**config.mk**
```make
export PLATFORM = sky130hd
export DESIGN_NAME = asr_ctrl
export DESIGN_NICKNAME = d
export VERILOG_FILES = /design/src/rtl/asr_pkg.sv /design/src/rtl/asr_sync.sv /design/src/rtl/asr_ctrl.sv
export SDC_FILE = /design/constraint.sdc
export NUM_CORES = 1
export LEC_CHECK = 0
export ABC_CLOCK_PERIOD_IN_PS = 1900
export BUFFER_PORTS_ARGS = -buffer_cell sky130_fd_sc_hd__buf_2
export CAP_MARGIN = 5
export CORE_AREA = 3 3 77 79
export CTS_BUF_LIST = sky130_fd_sc_hd__clkbuf_16
export CTS_CLUSTER_DIAMETER = 100
export DETAILED_ROUTE_END_ITERATION = 7
export DIE_AREA = 0 0 80 82
export PLACE_DENSITY = 0.61
export SETUP_SLACK_MARGIN = 0.2
export SLEW_MARGIN = 20
export SYNTH_ARGS = -nofsm -noshare
export SYNTH_HDL_FRONTEND = slang
export SYNTH_SLANG_ARGS = --single-unit
```
**constraint.sdc**
```tcl
create_clock -name clock -period 1.9 [get_ports clock]
set_input_delay 0.095 -clock clock [delete_from_list [all_inputs] [get_ports clock]]
set_output_delay 0.095 -clock clock [all_outputs]
set_load 0.01 [all_outputs]
```
**src/rtl/asr_pkg.sv**
```systemverilog
`default_nettype none
package asr_pkg;
    // address and data widths of the memory outside
    localparam int unsigned ADDR_W      = 16;          // 64K one-bit words
    localparam int unsigned CLK_PS      = 10000;       // clock period, ps (100 MHz)
    // timing of the slowest supported grade, in ns
    localparam int unsigned T_RC_NS     = 35;          // read cycle time
    localparam int unsigned T_AA_NS     = 35;          // address access time
    localparam int unsigned T_WC_NS     = 35;          // write cycle time
    localparam int unsigned T_WP_NS     = 25;          // write pulse width
    localparam int unsigned T_DS_NS     = 15;          // data setup before end of write
    localparam int unsigned T_HZCE_NS   = 15;          // chip disable to output float
    // derived cycle counts; least times round up
    localparam int unsigned RC_CYC   = (T_RC_NS * 1000 + CLK_PS - 1) / CLK_PS;
    localparam int unsigned AA_CYC   = (T_AA_NS * 1000 + CLK_PS - 1) / CLK_PS;
    localparam int unsigned WC_CYC   = (T_WC_NS * 1000 + CLK_PS - 1) / CLK_PS;
    localparam int unsigned WP_CYC   = (T_WP_NS * 1000 + CLK_PS - 1) / CLK_PS;
    localparam int unsigned HZ_CYC   = (T_HZCE_NS * 1000 + CLK_PS - 1) / CLK_PS;
    localparam int unsigned CNT_W    = 4;              // width of the phase counter
    localparam int unsigned SYNC_CYC = 2;              // cycles through the data synchroniser
    // reset values of the pins
    localparam logic        SEL_B_RST   = 1'b1;        // deselected
    localparam logic        WR_B_RST    = 1'b1;        // no write

    // user request
    typedef struct packed {
        logic              valid;                      // request present
        logic              write;                      // 1 write, 0 read
        logic [ADDR_W-1:0] addr;                       // cell address
        logic              wdata;                      // bit to store
    } asr_req_t;

    // pins toward the memory
    typedef struct packed {
        logic [ADDR_W-1:0] addr;                       // address pins
        logic              din;                        // write data pin
        logic              sel_b;                      // chip select, active low
        logic              wr_b;                       // write strobe, active low
    } asr_pins_t;

    // controller states, one-hot
    typedef enum logic [4:0] {
        ST_IDLE  = 5'b00001,                           // deselected, waiting
        ST_RSET  = 5'b00010,                           // address set up, then select
        ST_READ  = 5'b00100,                           // selected, waiting access time
        ST_WRITE = 5'b01000,                           // write strobe low
        ST_REC   = 5'b10000                            // recovery to end of cycle
    } asr_state_t;
endpackage
`default_nettype wire

```
**src/rtl/asr_sync.sv**
```systemverilog
`timescale 1ns/100ps
`default_nettype none
// two flip-flop synchroniser for the memory's data output
module asr_sync (
    // clock and reset
    input  wire logic clock,
    input  wire logic rst_b,
    // data
    input  wire logic d,
    output logic      q
);
    logic meta_q;                                      // first stage, read only by second

    // two-stage capture
    always_ff @(posedge clock or negedge rst_b) begin
        if (!rst_b) begin
            meta_q <= 1'b0;
            q      <= 1'b0;
        end else begin
            meta_q <= d;
            q      <= meta_q;
        end
    end
endmodule
`default_nettype wire

```
**src/rtl/asr_ctrl.sv**
```systemverilog
`timescale 1ns/100ps
`default_nettype none
module asr_ctrl #(
    parameter int unsigned RC_CYC = asr_pkg::RC_CYC,   // read cycle, cycles
    parameter int unsigned AA_CYC = asr_pkg::AA_CYC,   // access time, cycles
    parameter int unsigned WC_CYC = asr_pkg::WC_CYC,   // write cycle, cycles
    parameter int unsigned WP_CYC = asr_pkg::WP_CYC    // write pulse, cycles
) (
    // clock and reset
    input  wire logic             clock,
    input  wire logic             rst_b,
    // user side
    input  wire asr_pkg::asr_req_t req,
    output logic                  req_ready,
    output logic                  rd_valid,
    output logic                  rd_data,
    // retention control
    input  wire logic             retain_req,
    output logic                  retain_ok,
    // memory pins
    output asr_pkg::asr_pins_t    pins,
    input  wire logic             mem_dout
);
    // counter width and the top count it can hold before wrapping
    localparam int unsigned CW      = asr_pkg::CNT_W;      // phase counter width
    localparam int unsigned CNT_MAX = (1 << CW) - 1;       // largest count

    // elaboration checks: each phase needs at least one cycle, the read cycle two
    if (RC_CYC < 2 || AA_CYC < 1 || WP_CYC < 1) begin : g_bad_min
        $error("asr_ctrl: timing count below the least the sequence serves");
    end
    // the strobe must rise before the write cycle is over
    if (WC_CYC < WP_CYC + 1) begin : g_bad_wc
        $error("asr_ctrl: write cycle shorter than pulse plus release");
    end
    // the recovery compare adds one, so stay two below the wrap
    if (RC_CYC + 1 > CNT_MAX || AA_CYC + asr_pkg::SYNC_CYC + 2 > CNT_MAX) begin : g_bad_rd
        $error("asr_ctrl: read counts exceed the phase counter");
    end
    // same margin for the write pulse; the write cycle is only kept within the largest count
    if (WP_CYC + 2 > CNT_MAX || WC_CYC > CNT_MAX) begin : g_bad_wr
        $error("asr_ctrl: write counts exceed the phase counter");
    end

    // whole state of the controller
    typedef struct packed {
        asr_pkg::asr_state_t      st;                  // phase
        logic [asr_pkg::CNT_W-1:0] cnt;                // cycles spent in cycle
        asr_pkg::asr_pins_t       pins;                // pin drive
        logic                     rdy;                 // accept next request
        logic                     rv;                  // read result strobe
        logic                     rd;                  // read result bit
        logic                     ret;                 // safe to drop supply
        logic                     inc;                 // request is a write
    } asr_st_t;

    asr_st_t s_q;                                      // registered state
    asr_st_t s_d;                                      // next state
    logic    dout_s;                                   // synchronised memory data

    // synchronise the memory's output before use
    asr_sync u_sync (
        .clock (clock),
        .rst_b (rst_b),
        .d     (mem_dout),
        .q     (dout_s)
    );

    // counts cut to the counter width on purpose; the checks above keep them in range
    // read cycle length, counted from the take edge
    localparam logic [CW-1:0] RC_L  = CW'(RC_CYC);
    // write pulse width, counted from the take edge
    localparam logic [CW-1:0] WP_L  = CW'(WP_CYC);
    // write cycle length, counted from the take edge
    localparam logic [CW-1:0] WC_L  = CW'(WC_CYC);
    // read sample point: access time plus the synchroniser's cycles
    localparam logic [CW-1:0] SMP_L = CW'(AA_CYC + asr_pkg::SYNC_CYC);
    // counter step
    localparam logic [CW-1:0] ONE_L = CW'(1);

    // next-state logic: one copy of the state, filled phase by phase
    always_comb begin
        // default: hold everything, drop the one-cycle strobe, count on
        s_d     = s_q;
        // read strobe lasts a single cycle
        s_d.rv  = 1'b0;
        // cycles since the request was taken
        s_d.cnt = s_q.cnt + ONE_L;
        case (s_q.st)
            // idle: memory deselected and in standby
            asr_pkg::ST_IDLE: begin
                // counter restarts so every phase is timed from the take edge
                s_d.cnt          = '0;
                // keep the memory deselected and the strobe off
                s_d.pins.sel_b   = 1'b1;
                s_d.pins.wr_b    = 1'b1;
                // retention granted only while idle and deselected
                s_d.ret          = retain_req;
                // no request accepted while retention is asked for
                s_d.rdy          = !retain_req;
                if (req.valid && s_q.rdy && !retain_req) begin
                    // request taken: busy until the cycle is padded out
                    s_d.rdy       = 1'b0;
                    s_d.ret       = 1'b0;
                    // address and data go out a cycle ahead of select
                    s_d.pins.addr = req.addr;
                    s_d.pins.din  = req.wdata;
                    if (req.write) begin
                        // select and strobe fall together one cycle later
                        s_d.st = asr_pkg::ST_RSET;
                        s_d.inc = 1'b1;
                    end else begin
                        // a read keeps the strobe high throughout
                        s_d.st  = asr_pkg::ST_RSET;
                        s_d.inc = 1'b0;
                    end
                end
            end
            // address is already stable; now select
            asr_pkg::ST_RSET: begin
                // select falls no earlier than the address settles
                s_d.pins.sel_b = 1'b0;
                if (s_q.inc) begin
                    // write window opens with select and strobe both low
                    s_d.pins.wr_b = 1'b0;
                    s_d.st        = asr_pkg::ST_WRITE;
                end else begin
                    // strobe high: the memory drives the addressed bit
                    s_d.pins.wr_b = 1'b1;
                    s_d.st        = asr_pkg::ST_READ;
                end
            end
            // selected read: wait access time, then capture
            asr_pkg::ST_READ: begin
                // sample once the access time and synchroniser have passed
                if (s_q.cnt == SMP_L) begin
                    s_d.rv = 1'b1;
                    // an unwritten cell's unknown passes through unchanged
                    s_d.rd = dout_s;
                end
                // deselect no earlier than the sample edge and the least read cycle
                if (s_q.cnt >= SMP_L && s_q.cnt + ONE_L >= RC_L) begin
                    s_d.pins.sel_b = 1'b1;
                    s_d.st         = asr_pkg::ST_REC;
                end
            end
            // write strobe held for the pulse width, address frozen
            asr_pkg::ST_WRITE: begin
                // data and address steady since the take, select since it fell with the strobe
                if (s_q.cnt >= WP_L) begin
                    // close the window; address stays put past its end
                    s_d.pins.wr_b  = 1'b1;
                    s_d.pins.sel_b = 1'b1;
                    s_d.st         = asr_pkg::ST_REC;
                end
            end
            // pad out the cycle, leave address unchanged
            asr_pkg::ST_REC: begin
                // writes and reads each wait out their own cycle time
                if (s_q.cnt + ONE_L >= (s_q.inc ? WC_L : RC_L)) begin
                    s_d.st  = asr_pkg::ST_IDLE;
                    // stay busy if retention is waiting to be granted
                    s_d.rdy = !retain_req;
                end
            end
            // illegal code: recover to idle, pins follow on the next pass
            default: begin
                s_d.st = asr_pkg::ST_IDLE;
            end
        endcase
    end

    // state register; reset leaves the memory deselected with no write
    always_ff @(posedge clock or negedge rst_b) begin
        if (!rst_b) begin
            // everything cleared, then the active-low pins set inactive
            s_q            <= '0;
            s_q.st         <= asr_pkg::ST_IDLE;
            s_q.pins.sel_b <= asr_pkg::SEL_B_RST;
            s_q.pins.wr_b  <= asr_pkg::WR_B_RST;
        end else begin
            // every field moves on every edge
            s_q <= s_d;
        end
    end

    // outputs straight from the state register, no logic after the flops
    assign pins      = s_q.pins;
    assign req_ready = s_q.rdy;
    assign rd_valid  = s_q.rv;
    assign rd_data   = s_q.rd;
    assign retain_ok = s_q.ret;
endmodule
`default_nettype wire

```
==> results of run 1 <==
[what timing repair did]
| action | CTS | global route |
|---|---|---|
| gates resized for setup | 1 | 7 |
| endpoints found under the setup margin | 1 | 22 |
| hold buffers | 2 | 0 |
| endpoints found under the hold margin | 33 | 0 |
[sequential cells by signal, summed over array words and instances, names as in the netlist]
register	flops
pins	19
rd_data	1
rd_valid	1
req_ready	1
retain_ok	1
s_q	10
u_sync.meta_q	1
u_sync.q	1
[cell usage after synthesis, types with 2 or more instances]
library cell	n
dfrtp_1	32
buf_4	20
mux2_4	18
nand2_1	8
nor2_1	7
o21ai_0	6
buf_6	4
inv_1	4
nand3_1	4
xnor2_1	4
a21oi_1	3
and3_1	3
dfstp_2	3
buf_2	2
ha_1	2
mux2_1	2
nand4b_1	2
nor2b_1	2
nor3_2	2
o211ai_1	2
o22ai_1	2
[cell families after synthesis]
family / count (synthesis)
simple gates: 35
flops: 35
buf+inv: 31
compound gates: 21
mux: 20
xor+xnor: 5
fa+ha+maj: 2
[power groups by stage]
stage	registers [mW]	logic, mW	clock network, mW
2_1_floorplan	1.10	0.799	0
3_3_place_gp	1.13	0.791	0
3_5_place_dp	1.14	0.803	0
4_1_cts	1.13	0.805	0.767
5_1_grt	1.17	0.856	0.805
6_report	1.13	0.795	0.745
[path summary, 6_finish.rpt]
| path | start | end | slack (ns) |
|---|---|---|---|
| max | s_q[29] | pins[7] | 0.27 |
| min | req[6] | pins[8] | 0.05 |
| max reg2reg | s_q[29] | pins[7] | 0.27 |
| min reg2reg | u_sync.meta_q | u_sync.q | 0.36 |
| max in group asynchronous | rst_b | s_q[25] | 0.93 |
| min in group asynchronous | rst_b | pins[14] | 0.44 |
[cells in the final DEF (no fill, tap or decap), types with 2 or more instances in the layout]
cell type / n
and3_1: 2
dfrtp_1: 27
a21oi_1: 3
nand2_1: 8
clkbuf_16: 5
dfstp_2: 3
o21ai_0: 6
xnor2_1: 4
inv_1: 6
dfrtp_2: 5
buf_2: 45
nand4b_1: 2
nor2_1: 7
mux2_1: 2
mux2_4: 18
nor2b_1: 2
o211ai_1: 2
nand3_1: 4
o22ai_1: 2
nor3_2: 2
dlygate4sd3_1: 2
buf_4: 5
[layout make-up]
cell class	instances	area (um2)
Sequential cell	35	886
Fill cell	535	3260
Clock inverter	3	12.5
Tap cell	72	90.1
Timing Repair Buffer	52	283
Inverter	5	18.8
Multi-Input combinational cell	83	732
Clock buffer	5	125
[critical path, stage by stage (launching register included)]
cell      delay, ns
dfrtp_2        0.46
nor2_1         0.17
and3_4         0.23
nand4b_4       0.11
buf_4          0.22
mux2_4         0.31
[metal layers]
metal	wire, um	track usage	vias to the layer above	share of wire
li1	-	-	559	-
met1	1600	0.153	553	0.50
met2	1310	0.154	42	0.41
met3	210	0.0384	11	0.065
met4	92	0.0557	0	0.029
met5	0	0	-	0
[per-stage QoR]
stage / hold slack [ns] / cell area (um2) / std cells
after floorplan: -0.201 / 1820 / 149
after global placement: 0.204 / 1970 / 245
after detailed placement: 0.206 / 1970 / 245
after CTS: 0.0424 / 2130 / 255
after global routing: 0.0391 / 2150 / 255
final: 0.0491 / 2150 / 255
==> flow_summary.json, run 1 <==
{
  "cts-root-buf": "clkbuf_16",
  "syn-cell-area_um2": 1820,
  "cts_tree": "yes",
  "ys_top_cells_by_area": "dfrtp_1 (44%), mux2_4 (15%), buf_4 (8.3%), dfstp_2 (4.3%), buf_6 (2.5%)",
  "num-nets-final": 207,
  "gr-usage-all-layers": 0.111,
  "ys.warnings.count": 0,
  "max_slew_margin": 0.500,
  "drtAntennaViolNets": 0,
  "dpl.hpwl_mm": 2.33,
  "async_flop_share": 1.00,
  "outcome": "finished clean",
  "synth-adder-area-share": 0.0138,
  "area_delta_synth_final_pct": 18.1,
  "yosysTopAreaCell": "dfrtp_1",
  "cp-end-kind": "flop",
  "core_area_um2": 5410,
  "die_h_um": 82,
  "rsz0062_at_grt": "no",
  "fmax_mhz": 615,
  "start_util": 0.336,
  "tns_ns": 0,
  "synth_top_family_by_area": "multiplexers",
  "dr.pass1.iters": 4,
  "worst-path-max-fanout": 11,
  "swShare": 0.278,
  "crit_arrival_ns": 1.78,
  "startpoint_type": "flop",
  "path_clk_slew_ns": 0.05,
  "via_count": 1165,
  "grt_antenna_before_repair": 0,
  "setup_ws_ns": 0.274,
  "comb_power_share": 0.298,
  "dieWidth_um": 80,
  "internal_power_mw": 1.93,
  "cts_setup_buffers": 0,
  "grt_max_degree": 36,
  "peakVddDrop_mv": 0.731,
  "setup_viol": 0,
  "final_core_util": 0.397,
  "synth_xor_area_frac": 0.0241,
  "overflow": 0,
  "period_share": 0.856,
  "n_antenna_cell": 0,
  "synthesis.nets": 174,
  "fp-row-count": 27,
  "synth_seq_cells": 35,
  "p_per_area_nw_per_um2": 1240,
  "pwr-share-clk": 0.279,
  "io_pins": 46,
  "critical_path_class": "reg -> reg",
  "wire_per_inst_um": 12.6,
  "drc_errors": 0,
  "synthFlopType": "dfrtp_1",
  "synth.top_cell.area_share": 0.440,
  "synth-compound-area-share": 0.0764,
  "whs_path_depth": 2,
  "ys_seq_area_frac": 0.484,
  "drt-vias-per-instance": 4.57,
  "cts_sinks": 35,
  "synthCells": 149,
  "seqPwrFrac": 0.424,
  "drive_gt1_frac": 0.486,
  "clk_latency_ns": 0.27,
  "power_mw": 2.67,
  "drv_slew": 0,
  "min_path_type": "in -> reg",
  "muxShareOfSynthArea": 0.161,
  "cts-buffers-inserted": 5,
  "worstRegToRegCells": 5,
  "avgSynthCellArea_um2": 12.2,
  "gp_congestion": 0.845,
  "cp.required_ns": 2.05,
  "drt_wl_total_mm": 3.22,
  "place_ws_ns": 0.209,
  "synth-simple-area-share": 0.118,
  "synth_edf_count": 0,
  "hold_viol": 0,
  "post-route-min-period_ns": 1.63,
  "fp.dieArea_um2": 6560,
  "h-tree-depth": 2,
  "skew_ns": 0.00531,
  "cap_violations": 0,
  "grt_pass1_wl_mm": 5.55,
  "ys_types": 38,
  "grt_pass1_vias": 1136,
  "power_switching_mw": 0.742,
  "drtIter0Drc": 92,
  "p_leak_nw": 1.06,
  "tightest_slew_ns": 0.749,
  "cts.path.max_buffers": 2,
  "portBuffers": 45
}
Note: power is estimated with default switching activity, not from simulation.
==> inputs of run 2 (changes only) <==
--- a/config.mk
+++ b/config.mk
@@ -5,15 +5,16 @@
 export SDC_FILE = /design/constraint.sdc
 export NUM_CORES = 1
 export LEC_CHECK = 0
+export ABC_AREA = 1
 export ABC_CLOCK_PERIOD_IN_PS = 1900
 export BUFFER_PORTS_ARGS = -buffer_cell sky130_fd_sc_hd__buf_2
 export CAP_MARGIN = 5
-export CORE_AREA = 3 3 77 79
+export CORE_AREA = 3 3 73 75
 export CTS_BUF_LIST = sky130_fd_sc_hd__clkbuf_16
 export CTS_CLUSTER_DIAMETER = 100
 export DETAILED_ROUTE_END_ITERATION = 7
-export DIE_AREA = 0 0 80 82
-export PLACE_DENSITY = 0.61
+export DIE_AREA = 0 0 76 78
+export PLACE_DENSITY = 0.62
 export SETUP_SLACK_MARGIN = 0.2
 export SLEW_MARGIN = 20
 export SYNTH_ARGS = -nofsm -noshare
==> run 2 against run 1 <==
Synthesized cell count grew 28%. Combinational power grew 17%. Global-route usage grew 0.47 points. Design area shrank 9.4%. Core utilization grew 1.4 points. First-iteration DRC count shrank 36%. Critical path type unchanged. Highest routed layer unchanged.
==> flow_summary.json, run 2 <==
{
  "n_antenna_cell": 0,
  "min_path_type": "in -> reg",
  "largest_register": "pins",
  "critPathBufInv": 2,
  "max_slew_margin": 0.482,
  "mostFrequentLayoutCells": "nand2_1 (74), buf_2 (45), dfrtp_1 (32)",
  "cap_violations": 0,
  "cp-end-kind": "flop",
  "cts_tree": "yes",
  "crit_chain": "nand4_4, inv_4, nand2_4, clkinv_2, o21ai_0",
  "drc_errors": 0,
  "tightest_slew_ns": 0.776,
  "gr-usage-all-layers": 0.116,
  "dieWidth_um": 76,
  "yosysTopAreaCell": "dfrtp_1",
  "critical_path_class": "reg -> reg",
  "synthFlopType": "dfrtp_1",
  "grt_pass1_vias": 1265,
  "ys_types": 22,
  "die_h_um": 78,
  "startpoint_type": "flop",
  "cp.required_ns": 2.05,
  "drv_slew": 0,
  "overflow": 0,
  "crit_arrival_ns": 1.67,
  "synthesis.nets": 215,
  "grt_antenna_before_repair": 0,
  "ys.warnings.count": 0,
  "cts-root-buf": "clkbuf_16",
  "wl_met1_mm": 1.38,
  "rsz0062_at_grt": "no",
  "p_per_area_nw_per_um2": 1490,
  "crit_path_top_delay_cell": "dfstp_2",
  "max_stage_delay_ns": 0.57,
  "cts_sinks": 35,
  "largest_register_ff_count": 19,
  "grt_max_degree": 36,
  "num-nets-final": 247,
  "core_area_um2": 4720,
  "outcome": "finished clean",
  "hold_viol": 0,
  "peakVddDrop_mv": 0.612,
  "h-tree-depth": 2,
  "cts-resized-gates": 0,
  "setup_viol": 0,
  "avgSynthCellArea_um2": 8.66,
  "synth.most_common_cell": "nand2_1",
  "cts.path.max_buffers": 2,
  "synth_seq_cells": 35,
  "path_delay_family": "flip-flops",
  "async_flop_share": 1.00,
  "synth.top_cell.area_share": 0.487,
  "fmax_mhz": 658,
  "dr_wl_met3_um": 173,
  "drtAntennaViolNets": 0,
  "fp-row-count": 25,
  "cts_setup_buffers": 0,
  "synthCells": 190,
  "cts-buffers-inserted": 5,
  "tns_ns": 0,
  "dp_cells": 280,
  "dr_wl_met2_mm": 1.54,
  "post-route-min-period_ns": 1.52,
  "dr.pass1.iters": 5,
  "wire_per_inst_um": 10.8,
  "final_core_util": 0.412,
  "final_common_cell": "nand2_1",
  "syn-cell-area_um2": 1650,
  "grt_pass1_wl_mm": 5.58,
  "portBuffers": 45,
  "drive_gt1_frac": 0.283,
  "synth_edf_count": 0,
  "p_leak_nw": 1.08,
  "via_count": 1234,
  "gp_congestion": 0.873,
  "drtIter0Drc": 59,
  "area_delta_synth_final_pct": 18.2,
  "ys_top_cells_by_area": "dfrtp_1 (49%), nand2_1 (17%), buf_4 (8.7%), dfstp_2 (4.8%), nor2_1 (3.4%)",
  "reg_top3": "pins: 19 flops, s_q: 10 flops",
  "clk_latency_ns": 0.28,
  "instances_no_fill": 290,
  "drt-vias-per-instance": 4.26,
  "ys_seq_area_frac": 0.535,
  "synthTopCellsByCount": "nand2_1 (74), dfrtp_1 (32), buf_4 (19)",
  "fp.dieArea_um2": 5930,
  "skew_ns": 0.00311,
  "top_layer": "met4",
  "dpl.hpwl_mm": 2.26,
  "start_util": 0.348,
  "drt_wl_total_mm": 3.13,
  "path_clk_slew_ns": 0.05,
  "power_mw": 2.90,
  "worst-path-max-fanout": 20,
  "period_share": 0.800,
  "io_pins": 46
}
## run 2: cell types whose count changed after synthesis, moves of 3 or more
cell     previous run  this run
nand4_1             0         4
nor2_1              7        15
and3_1              3         0
inv_1               4        14
nand2_1             8        74
nand3_1             4         8
xnor2_1             4         0
mux2_4             18         0
## run 2: kinds of logic (layout without fill, tap and decap cells)
group,count (synthesis),after routing,share of synthesized area
buffers and inverters,38,71,0.142
and+or+nand+nor,106,106,0.276
AOI/OAI and AO/OA,8,8,0.0251
muxes,1,1,0.00684
DFF,35,35,0.535
adders and majority gates,2,2,0.0152
## run 2: final timing paths
check / from / endpoint / slack [ns] / cells past startpoint
max in group asynchronous: rst_b / pins[13] / 0.97 / 2
setup reg to reg: s_q[28] / s_q[0] / 0.38 / 5
hold reg to reg: u_sync.meta_q / u_sync.q / 0.35 / 0
setup / recovery: s_q[28] / s_q[0] / 0.38 / 5
min in group asynchronous: rst_b / s_q[26] / 0.44 / 2
hold / removal: req[4] / pins[6] / 0.01 / 3
## run 2: layout make-up
class / count / area (um2)
fill: 476 / 2780
sequential: 35 / 880
multi-input combinational: 117 / 532
timing repair buffer: 47 / 245
clock buffer: 5 / 125
tap: 67 / 83.8
inverter: 16 / 63.8
clock inverter: 3 / 15.0
## run 2: worst reg2reg max path, cell delays in order, from the launching register on
cell	delay (ns)
dfstp_2	0.57
nand4_4	0.17
inv_4	0.12
nand2_4	0.14
clkinv_2	0.27
o21ai_0	0.13
## run 2: repair_timing
item	CTS	global route
endpoints found under the hold margin	33	0
hold buffers	2	0
endpoints found under the setup margin	0	0
## run 2: metal layers
layer	track usage	vias to the layer above
met5	0	-
met4	0.0380	0
met3	0.0371	4
met2	0.199	35
met1	0.138	564
li1	-	631
## run 2: power by group
group / switching, mW / leakage (nW) / internal, mW / total [mW]
registers: 0.165 / 0.441 / 1.04 / 1.20
logic: 0.555 / 0.568 / 0.376 / 0.931
clock network: 0.290 / 0.0733 / 0.477 / 0.767
## run 2: metrics by stage
| step | setup slack, ns | hold WS, ns | cell area (um2) |
|---|---|---|---|
| after floorplan | 0.608 | -0.201 | 1650 |
| after global placement | 0.372 | 0.207 | 1780 |
| after detailed placement | 0.366 | 0.206 | 1780 |
| after CTS | 0.348 | 0.00389 | 1940 |
| after global routing | 0.242 | 0.0120 | 1940 |
| final | 0.380 | 0.0112 | 1940 |
